[src/design/sfrg_regs.svh]
// Purpose: Offsets, fields, reset values and codes for the register guard
// Assumes: Included by bare name
// Notes: Definitions only
`ifndef SFRG_REGS_SVH
`define SFRG_REGS_SVH
`define SFRG_CFG_OFF 12'h000
`define SFRG_FW_LOW_OFF 12'h004
`define SFRG_FW_HIGH_OFF 12'h008
`define SFRG_SEG_BASE_OFF 12'h00c
`define SFRG_SEG_RIGHTS_OFF 12'h010
`define SFRG_STATUS_OFF 12'h014
`define SFRG_DENY_CNT_OFF 12'h018
`define SFRG_SEG_BASE_RST 16'h0000
`define SFRG_FW_RST 8'h00
`define SFRG_RIGHTS_RST 8'h00
`define SFRG_MODE_BOOT 5'h01
`define SFRG_MODE_TEST 5'h02
`define SFRG_MODE_CLOS 5'h04
`define SFRG_MODE_SYS 5'h08
`define SFRG_MODE_USER 5'h10
`define SFRG_SW_MODE_LSB 0
`define SFRG_GRP_CPU 3'h0
`define SFRG_GRP_SEG 3'h1
`define SFRG_GRP_SYS 3'h2
`define SFRG_GRP_FW 3'h3
`define SFRG_GRP_CLOS 3'h4
`define SFRG_GRP_HW 3'h5
`define SFRG_SFR_PSW_HIGH 8'hd0
`define SFRG_SFR_PROT0 8'ha0
`define SFRG_SFR_PROT1 8'ha1
`define SFRG_SFR_PROT2 8'ha2
`define SFRG_SFR_RNG 8'hb0
`define SFRG_SFR_PKKEY 8'hb1
`define SFRG_SFR_SCKEY 8'hb2
`define SFRG_SFR_CLOCK_SELECT 8'hb3
`endif

[src/design/sfrg_pkg.sv]
// Purpose: Types shared by the register guard
// Assumes: Nothing
// Notes: Constants live in sfrg_regs.svh
package sfrg_pkg;
  typedef enum logic [4:0] {
    SFRG_BOOT = 5'b00001,
    SFRG_TEST = 5'b00010,
    SFRG_CLOS = 5'b00100,
    SFRG_SYS = 5'b01000,
    SFRG_USER = 5'b10000
  } sfrg_mode_e;
  typedef struct packed {
    logic valid;
    logic write;
    logic [7:0] addr;
    logic [7:0] wdata;
  } sfrg_acc_s;
  typedef struct packed {
    logic [7:0] rdata;
    logic granted;
  } sfrg_ans_s;
endpackage

[src/design/sfrg_guard.sv]
// Overview of operation
// RULE_01: Boot mode may access every register group. The code denies the segmentation group in boot mode (RULE_10).
// RULE_02: Test mode may access every register group. The code denies the segmentation group in test mode (RULE_10).
// RULE_03: Contactless mode reads firewall registers, reads and writes its own registers.
// RULE_04: Contactless mode hardware access follows the firewall low and high rights.
// RULE_05: System mode reaches segmentation, system, firewall and hardware registers.
// RULE_06: User mode hardware access follows the active segment entry rights.
// RULE_07: General CPU registers are always accessible.
// RULE_08: High status word readable in contactless and user modes.
// RULE_09: Clock select readable in contactless mode regardless of firewall.
// RULE_10: Segmentation registers denied outside system mode.
// RULE_11: Protected system registers 0, 1, 2 never readable.
// RULE_12: Random number register is read-only; writes ignored.
// RULE_13: Both cipher key registers are never readable.
// RULE_14: Segment table address resets to zero, disabling all segments.
// RULE_15: Memory partition is fixed; no configuration exists.
// RULE_16: Calling system or config vector changes mode.
// RULE_17: Taking an exception or interrupt changes mode.
// RULE_18: Interrupt return restores the previous mode.
// RULE_19: Long, absolute or extended call to special address changes mode.
// RULE_20: Permitted writes to status word mode bits change mode.
// RULE_21: Denied read returns zero; denied write is discarded.
// RULE_22: Decision in the access cycle, no wait states added.
//
// Purpose: Mode-based guard on core accesses to function registers
// Assumes: APB for the guard's own settings; core answer is registered, one cycle after the access
// Notes: Segment table rights are supplied by the fetch logic
`timescale 1ns/1ps
`include "sfrg_regs.svh"
module sfrg_guard import sfrg_pkg::*; #(
  parameter logic [15:0] SYS_VECTOR = 16'h0100,
  parameter logic [15:0] CFG_VECTOR = 16'h0200
) (
  input wire logic CORE_CLK,
  input wire logic RST,
  input wire logic PSEL,
  input wire logic PENABLE,
  input wire logic PWRITE,
  input wire logic [11:0] PADDR,
  input wire logic [31:0] PWDATA,
  output logic [31:0] PRDATA,
  output logic PREADY,
  output logic PSLVERR,
  input wire sfrg_acc_s CORE_ACC,
  input wire logic [2:0] CORE_GRP,
  input wire logic [7:0] SFR_RDATA,
  input wire logic [7:0] SEG_RIGHTS,
  input wire logic CALL_VALID,
  input wire logic [15:0] CALL_TARGET,
  input wire logic EXC_TAKE,
  input wire logic RETI_DONE,
  output sfrg_ans_s CORE_ANS,
  output logic SFR_WE,
  output logic [4:0] CPU_MODE,
  output logic [15:0] SEG_TABLE_ADDR
);
  logic [4:0] mode_ff;
  logic [4:0] nxt_mode;
  logic [4:0] saved_mode_ff;
  logic [7:0] fw_low_ff;
  logic [7:0] fw_high_ff;
  logic [15:0] seg_base_ff;
  logic [15:0] deny_cnt_ff;
  logic allow;
  logic [7:0] fw_sel;
  logic apb_wr;
  logic apb_rd;
  logic core_wr_ok;
  logic psw_mode_wr;
  logic [31:0] rd_mux;
  logic hit;
  sfrg_ans_s ans_ff;
  logic we_ff;
  logic [31:0] prdata_ff;
  logic pready_ff;
  logic pslverr_ff;

  // Low byte rights cover subgroups 0-1, high byte subgroups 2-3
  assign fw_sel = CORE_ACC.addr[1] ? fw_high_ff : fw_low_ff; // RULE_04

  sfrg_decide u_decide (
    .mode(mode_ff),
    .grp(CORE_GRP),
    .addr(CORE_ACC.addr),
    .write(CORE_ACC.write),
    .fw_rights(fw_sel),
    .seg_rights(SEG_RIGHTS),
    .allow(allow)
  );

  assign core_wr_ok = CORE_ACC.valid && CORE_ACC.write && allow;
  assign psw_mode_wr = core_wr_ok && CORE_ACC.addr == `SFRG_SFR_PSW_HIGH;

  // Answer registered so outputs come from flops; one-cycle latency, no stall
  always_ff @(posedge CORE_CLK) begin
    if (RST) begin
      ans_ff <= '0;
      we_ff <= 1'b0;
    end else begin
      ans_ff.granted <= CORE_ACC.valid && allow; // RULE_22
      ans_ff.rdata <= (CORE_ACC.valid && !CORE_ACC.write && allow) ?
                      SFR_RDATA : 8'h00; // RULE_21
      we_ff <= core_wr_ok; // RULE_21
    end
  end

  // Mode sequencing: return beats entry beats calls beats status writes
  always_comb begin
    nxt_mode = mode_ff;
    if (psw_mode_wr) begin
      case (CORE_ACC.wdata[`SFRG_SW_MODE_LSB +: 2])
        2'h0: nxt_mode = `SFRG_MODE_SYS; // RULE_20
        2'h1: nxt_mode = `SFRG_MODE_USER; // RULE_20
        2'h2: nxt_mode = `SFRG_MODE_CLOS; // RULE_20
        default: nxt_mode = mode_ff;
      endcase
    end
    if (CALL_VALID && CALL_TARGET == SYS_VECTOR) nxt_mode = `SFRG_MODE_SYS; // RULE_16 RULE_19
    if (CALL_VALID && CALL_TARGET == CFG_VECTOR) nxt_mode = `SFRG_MODE_SYS; // RULE_16 RULE_19
    if (EXC_TAKE) nxt_mode = `SFRG_MODE_SYS; // RULE_17
    if (RETI_DONE) nxt_mode = saved_mode_ff; // RULE_18
  end

  always_ff @(posedge CORE_CLK) begin
    if (RST) begin
      mode_ff <= `SFRG_MODE_BOOT;
      saved_mode_ff <= `SFRG_MODE_BOOT;
    end else begin
      mode_ff <= nxt_mode;
      if (EXC_TAKE && !RETI_DONE) saved_mode_ff <= mode_ff; // RULE_17
    end
  end

  // APB side: setting writes only from a mode that may write them
  assign apb_wr = PSEL && PENABLE && PWRITE;
  assign apb_rd = PSEL && !PENABLE && !PWRITE;

  always_comb begin
    hit = 1'b1;
    rd_mux = 32'h0000_0000;
    case (PADDR)
      `SFRG_CFG_OFF: rd_mux = {27'h0, mode_ff};
      `SFRG_FW_LOW_OFF: rd_mux = {24'h0, fw_low_ff};
      `SFRG_FW_HIGH_OFF: rd_mux = {24'h0, fw_high_ff};
      `SFRG_SEG_BASE_OFF: rd_mux = {16'h0, seg_base_ff};
      `SFRG_SEG_RIGHTS_OFF: rd_mux = {24'h0, SEG_RIGHTS};
      `SFRG_STATUS_OFF: rd_mux = {27'h0, saved_mode_ff};
      `SFRG_DENY_CNT_OFF: rd_mux = {16'h0, deny_cnt_ff};
      default: hit = 1'b0;
    endcase
  end

  always_ff @(posedge CORE_CLK) begin
    if (RST) begin
      fw_low_ff <= `SFRG_FW_RST;
      fw_high_ff <= `SFRG_FW_RST;
      seg_base_ff <= `SFRG_SEG_BASE_RST; // RULE_14
    end else if (apb_wr) begin
      // Firewall settings only writable from system, boot or test
      if (PADDR == `SFRG_FW_LOW_OFF && mode_ff != `SFRG_MODE_CLOS &&
          mode_ff != `SFRG_MODE_USER) fw_low_ff <= PWDATA[7:0];
      if (PADDR == `SFRG_FW_HIGH_OFF && mode_ff != `SFRG_MODE_CLOS &&
          mode_ff != `SFRG_MODE_USER) fw_high_ff <= PWDATA[7:0];
      if (PADDR == `SFRG_SEG_BASE_OFF && mode_ff == `SFRG_MODE_SYS)
        seg_base_ff <= PWDATA[15:0]; // RULE_10
    end
  end

  // Denial count is diagnostic; saturates instead of wrapping
  always_ff @(posedge CORE_CLK) begin
    if (RST) begin
      deny_cnt_ff <= 16'h0000;
    end else if (CORE_ACC.valid && !allow && deny_cnt_ff != 16'hffff) begin
      deny_cnt_ff <= deny_cnt_ff + 16'h0001;
    end
  end

  // Zero-wait slave: PREADY high in every access phase
  always_ff @(posedge CORE_CLK) begin
    if (RST) begin
      prdata_ff <= 32'h0000_0000;
      pready_ff <= 1'b0;
      pslverr_ff <= 1'b0;
    end else begin
      pready_ff <= PSEL && !PENABLE;
      pslverr_ff <= PSEL && !PENABLE && !hit;
      if (apb_rd) prdata_ff <= rd_mux;
    end
  end

  // No partition register exists: the split is fixed in hardware. RULE_15
  assign PRDATA = prdata_ff;
  assign PREADY = pready_ff;
  assign PSLVERR = pslverr_ff;
  assign CORE_ANS = ans_ff;
  assign SFR_WE = we_ff;
  assign CPU_MODE = mode_ff;
  assign SEG_TABLE_ADDR = seg_base_ff;
endmodule

[src/design/sfrg_decide.sv]
// Purpose: Combinational grant decision for one register access
// Assumes: Group code of the address supplied by the caller
// Notes: No state, so decisions add no wait state
`timescale 1ns/1ps
`include "sfrg_regs.svh"
module sfrg_decide import sfrg_pkg::*; (
  input wire logic [4:0] mode,
  input wire logic [2:0] grp,
  input wire logic [7:0] addr,
  input wire logic write,
  input wire logic [7:0] fw_rights,
  input wire logic [7:0] seg_rights,
  output logic allow
);
  logic base;
  logic fw_ok;
  logic seg_ok;
  always_comb begin
    // Rights: bit 2*g read, bit 2*g+1 write for hardware subgroup g
    fw_ok = fw_rights[{addr[1:0], write}];
    seg_ok = seg_rights[{addr[1:0], write}];
    base = 1'b0;
    case (mode)
      `SFRG_MODE_BOOT: base = 1'b1; // RULE_01
      `SFRG_MODE_TEST: base = 1'b1; // RULE_02
      `SFRG_MODE_CLOS: begin
        if (grp == `SFRG_GRP_FW) base = !write; // RULE_03
        else if (grp == `SFRG_GRP_CLOS) base = 1'b1; // RULE_03
        else if (grp == `SFRG_GRP_HW) base = fw_ok; // RULE_04
        if (addr == `SFRG_SFR_CLOCK_SELECT && !write) base = 1'b1; // RULE_09
      end
      `SFRG_MODE_SYS: base = grp != `SFRG_GRP_CLOS; // RULE_05
      `SFRG_MODE_USER: begin
        if (grp == `SFRG_GRP_HW) base = seg_ok; // RULE_06
      end
      default: base = 1'b0;
    endcase
    if (grp == `SFRG_GRP_CPU) base = 1'b1; // RULE_07
    if (addr == `SFRG_SFR_PSW_HIGH && !write &&
        (mode == `SFRG_MODE_CLOS || mode == `SFRG_MODE_USER)) base = 1'b1; // RULE_08
    if (grp == `SFRG_GRP_SEG && mode != `SFRG_MODE_SYS) base = 1'b0; // RULE_10
    if (!write && (addr == `SFRG_SFR_PROT0 || addr == `SFRG_SFR_PROT1 ||
        addr == `SFRG_SFR_PROT2)) base = 1'b0; // RULE_11
    if (write && addr == `SFRG_SFR_RNG) base = 1'b0; // RULE_12
    if (!write && (addr == `SFRG_SFR_PKKEY || addr == `SFRG_SFR_SCKEY)) base = 1'b0; // RULE_13
    allow = base;
  end
endmodule

[config.mk]
export PLATFORM = sky130hd
export DESIGN_NAME = sfrg_guard
export DESIGN_NICKNAME = d
export VERILOG_FILES = /design/src/design/sfrg_pkg.sv /design/src/design/sfrg_guard.sv /design/src/design/sfrg_decide.sv
export VERILOG_INCLUDE_DIRS = /design/src /design/src/design
export SDC_FILE = /design/constraint.sdc
export NUM_CORES = 1
export LEC_CHECK = 0
export ABC_CLOCK_PERIOD_IN_PS = 7000
export BUFFER_PORTS_ARGS = -buffer_cell sky130_fd_sc_hd__clkbuf_2
export CELL_PAD_IN_SITES_DETAIL_PLACEMENT = 1
export CELL_PAD_IN_SITES_GLOBAL_PLACEMENT = 1
export CORE_MARGIN = 2
export CORE_UTILIZATION = 38
export DETAILED_ROUTE_END_ITERATION = 8
export PLACE_DENSITY = 0.87
export SETUP_SLACK_MARGIN = 0.02
export SKIP_LAST_GASP = 1
export SLEW_MARGIN = 10
export SYNTH_ARGS = -nofsm -noshare
export SYNTH_HDL_FRONTEND = slang
export SYNTH_SLANG_ARGS = --single-unit
[constraint.sdc]
create_clock -name CORE_CLK -period 7 [get_ports CORE_CLK]
set_input_delay 1.05 -clock CORE_CLK [delete_from_list [all_inputs] [get_ports CORE_CLK]]
set_output_delay 1.05 -clock CORE_CLK [all_outputs]
set_load 0.1 [all_outputs]
==> flow_metrics.py <==
metrics = {
    "setup_path": {
        "critPathBufInv": 1,
        "setup.worst_path.start_class": "input pin",
        "crit_fanout": 16,
        "critPathKind": "in2reg",
        "path_cells": "clkbuf_2, or4_1, nor4_4, and3_1, and3_1, mux2i_1, nor2_1",
        "worstPathRequired_ps": 7210,
        "setup.worst_path.end": "SEG_TABLE_ADDR[5]$_SDFFE_PP0P_",
        "critical_path.endpoint_type": "flip-flop",
        "rr_worst_depth": 7,
        "crit_slowest_cell": "and3_1",
        "slowest_delay_ps": 1030,
        "reg2reg_from": "CPU_MODE[1]$_SDFFE_PP0P_",
        "path_common_cell": "and3_1",
        "crit_family": "simple AND/OR/NAND/NOR gates",
        "r2r-end": "deny_cnt_ff[15]$_SDFFE_PP0P_",
        "worstPathArrival_ps": 4100,
        "path_depth": 7,
        "cp-startpoint": "PADDR[7]",
        "reg2reg_slack_ps": 4170,
    },
    "sta": {
        "rsz0062_at_grt": "no",
        "hold_viol_final": 0,
        "tns_ps": 0,
        "finClkSkew_ps": 10.7,
        "fmax_ghz": 0.257,
        "period_share_pct": 55.6,
        "period_minus_slack_ps": 3890,
        "tightest_slew_ps": 1180,
        "setup-violations-final": 0,
        "hold_slack_ps": 486,
        "slew_viol_final": 0,
        "setup_ws_ps": 3110,
        "timing.slew.headroom_pct": 21.0,
    },
    "floorplan": {
        "io_pins": 170,
        "dieHeight_um": 112,
        "chipWidth_um": 112,
        "core_area_um2": 11400,
        "start_util_pct": 39.0,
        "num_rows": 39,
        "die_area_um2": 12600,
    },
    "drt": {
        "drtIter0Drc": 156,
        "wire_per_inst_um": 18.7,
        "firstDrtPassIters": 4,
        "wl_met2_um": 7090,
        "vias": 4293,
        "avgViaCountPerCell": 5.60,
        "postRouteAntennaNets": 0,
        "met1_length_um": 6090,
        "drcViolationCount": 0,
        "wl_um": 14300,
        "maxUsedRoutingLayer": "met4",
        "route.met3.wl_um": 759,
    },
    "cells_and_area": {
        "mostFrequentLayoutCells": "131 x clkbuf_2, 86 x dfxtp_1, 74 x nor2_1",
        "finalNetCount": 728,
        "diodes": 0,
        "area_delta_synth_final_pct": 22.2,
        "final_common_cell": "clkbuf_2",
        "drive_gt1_share_pct": 27.1,
        "fillCellCount": 1386,
        "stdcell_count": 766,
        "final_area_um2": 5440,
        "finish.utilization_pct": 47.6,
    },
    "place": {
        "portBuffers": 131,
        "dp_hpwl_um": 10800,
        "routabilityCongestion": 0.859,
        "dp_cells": 750,
        "dpl_cell_area_um2": 5100,
        "dp_slack_ps": 2700,
    },
    "global_routing": {
        "grt_pass1_vias": 4434,
        "grtUsageTotal_pct": 22.6,
        "grt_pass1_wl_um": 22800,
        "grt-ovfl-total": 0,
        "grt_max_degree": 84,
        "antenna_found_initial": 0,
    },
    "clock_tree": {
        "clk_latency_ps": 350,
        "htreeDepth": 3,
        "cts-root-buf": "clkbuf_16",
        "cts_tree": "done",
        "clockBufferDepth": 2,
        "clock_sinks": 86,
        "numCtsBuffers": 9,
        "clk_transition_reported_paths_ps": 70,
        "cts_hold_buffers": 0,
        "postCtsResizedCells": 0,
        "post-cts-setup-buffer-count": 0,
    },
    "logic_synthesis": {
        "async_reset_ff_share_pct": 0,
        "syn_area_um2": 4450,
        "syn_inst": 506,
        "ys_seq_area_share_pct": 38.7,
        "post_synth_fa_ha_maj_area_fraction_pct": 1.41,
        "synth-edff-count": 0,
        "synth_flop_cell": "dfxtp_1",
        "yosys.area_share.simple_pct": 24.1,
        "synth_mux_area_share_pct": 14.9,
        "synth_compound_area_share_pct": 14.0,
        "synth.distinct_cells": 64,
        "synth_top_family_by_area": "simple AND/OR/NAND/NOR gates",
        "ys_seq_elements": 86,
        "synth_warnings": 0,
        "syn_area_per_cell_um2": 8.80,
        "synth-xor-area-share_pct": 0.394,
    },
    "job": {
        "cap_violations": 0,
    },
    "run_status": {
        "outcome": "completed",
    },
    "hold_path": {
        "hold_path_class": "reg2reg",
        "min_from": "PRDATA[6]$_SDFFE_PP0P_",
    },
    "power": {
        "vdd_drop_max_v": 0.000120,
        "p_leak_nw": 2.32,
        "powerDensity_nw_per_um2": 229,
        "total_power_mw": 1.24,
    },
}
-- state kept, by name (all words and copies together), names as in the netlist --
register and flops:
SFR_WE 1, SEG_TABLE_ADDR 16, PSLVERR 1, PRDATA 16, CPU_MODE 5, deny_cnt_ff 16, fw_high_ff 8, fw_low_ff 8
CORE_ANS 9, saved_mode_ff 5, PREADY 1
-- cell type report --
class | instances | area [um^2] | share of cell area, %
Multi-Input combinational cell | 379 | 2500 | 45.9
Sequential cell | 86 | 1720 | 31.7
Timing Repair Buffer | 133 | 671 | 12.3
Clock buffer | 11 | 253 | 4.65
Tap cell | 143 | 179 | 3.29
Clock inverter | 5 | 81.3 | 1.50
Inverter | 9 | 33.8 | 0.621
-- kinds of logic after synthesis --
logic type / after synthesis
muxes: 63
other: 1
and+or+nand+nor: 202
AOI/OAI and AO/OA: 91
adders and majority gates: 5
xor gates and xnor gates: 2
buffers and inverters: 56
DFF: 86
-- worst min path at each step --
stage	endpoint	slack (ps)	depth (start not counted)
3_3_place_gp	PRDATA[6]$_SDFFE_PP0P_	450	2
4_1_cts	PRDATA[6]$_SDFFE_PP0P_	480	2
5_1_grt	PRDATA[10]$_SDFFE_PP0P_	510	2
6_report	PRDATA[6]$_SDFFE_PP0P_	490	2
3_5_place_dp	PRDATA[6]$_SDFFE_PP0P_	470	2
2_1_floorplan	CPU_MODE[0]$_SDFFE_PP1P_	450	2
-- Yosys cell counts, types with 10 or more instances --
cell	n	area, um^2
nor3_1	16	80.1
nand2_1	16	60.1
mux2i_1	48	480
buf_4	17	128
o21ai_0	10	50.1
a21oi_1	20	100
and3_1	12	75.1
nand3_1	12	60.1
dfxtp_1	86	1720
nor2b_1	13	81.3
clkbuf_1	22	82.6
mux2_2	11	124
nor4_1	10	62.6
nor2_1	74	278
-- power by group --
| part | internal [mW] | switching, mW | leakage (nW) |
|---|---|---|---|
| clock | 0.332 | 0.206 | 0.162 |
| sequential | 0.498 | 0.00836 | 0.696 |
| combinational | 0.0463 | 0.153 | 1.46 |
-- routing by layer --
metal  track usage, %  vias to the layer above
li1                 -                     2026
met1             27.4                     2083
met2             39.3                      154
met3             4.21                       30
met4             9.67                        0
met5                0                        -
-- worst register-to-register path: stages (launching register included) --
cell	delay, ps
dfxtp_1	410
or3_1	450
nor4_1	390
o2bb2ai_1	160
a211o_1	200
o21a_1	620
nor3_1	170
mux2_2	300
(Power assumes the default switching activity.)
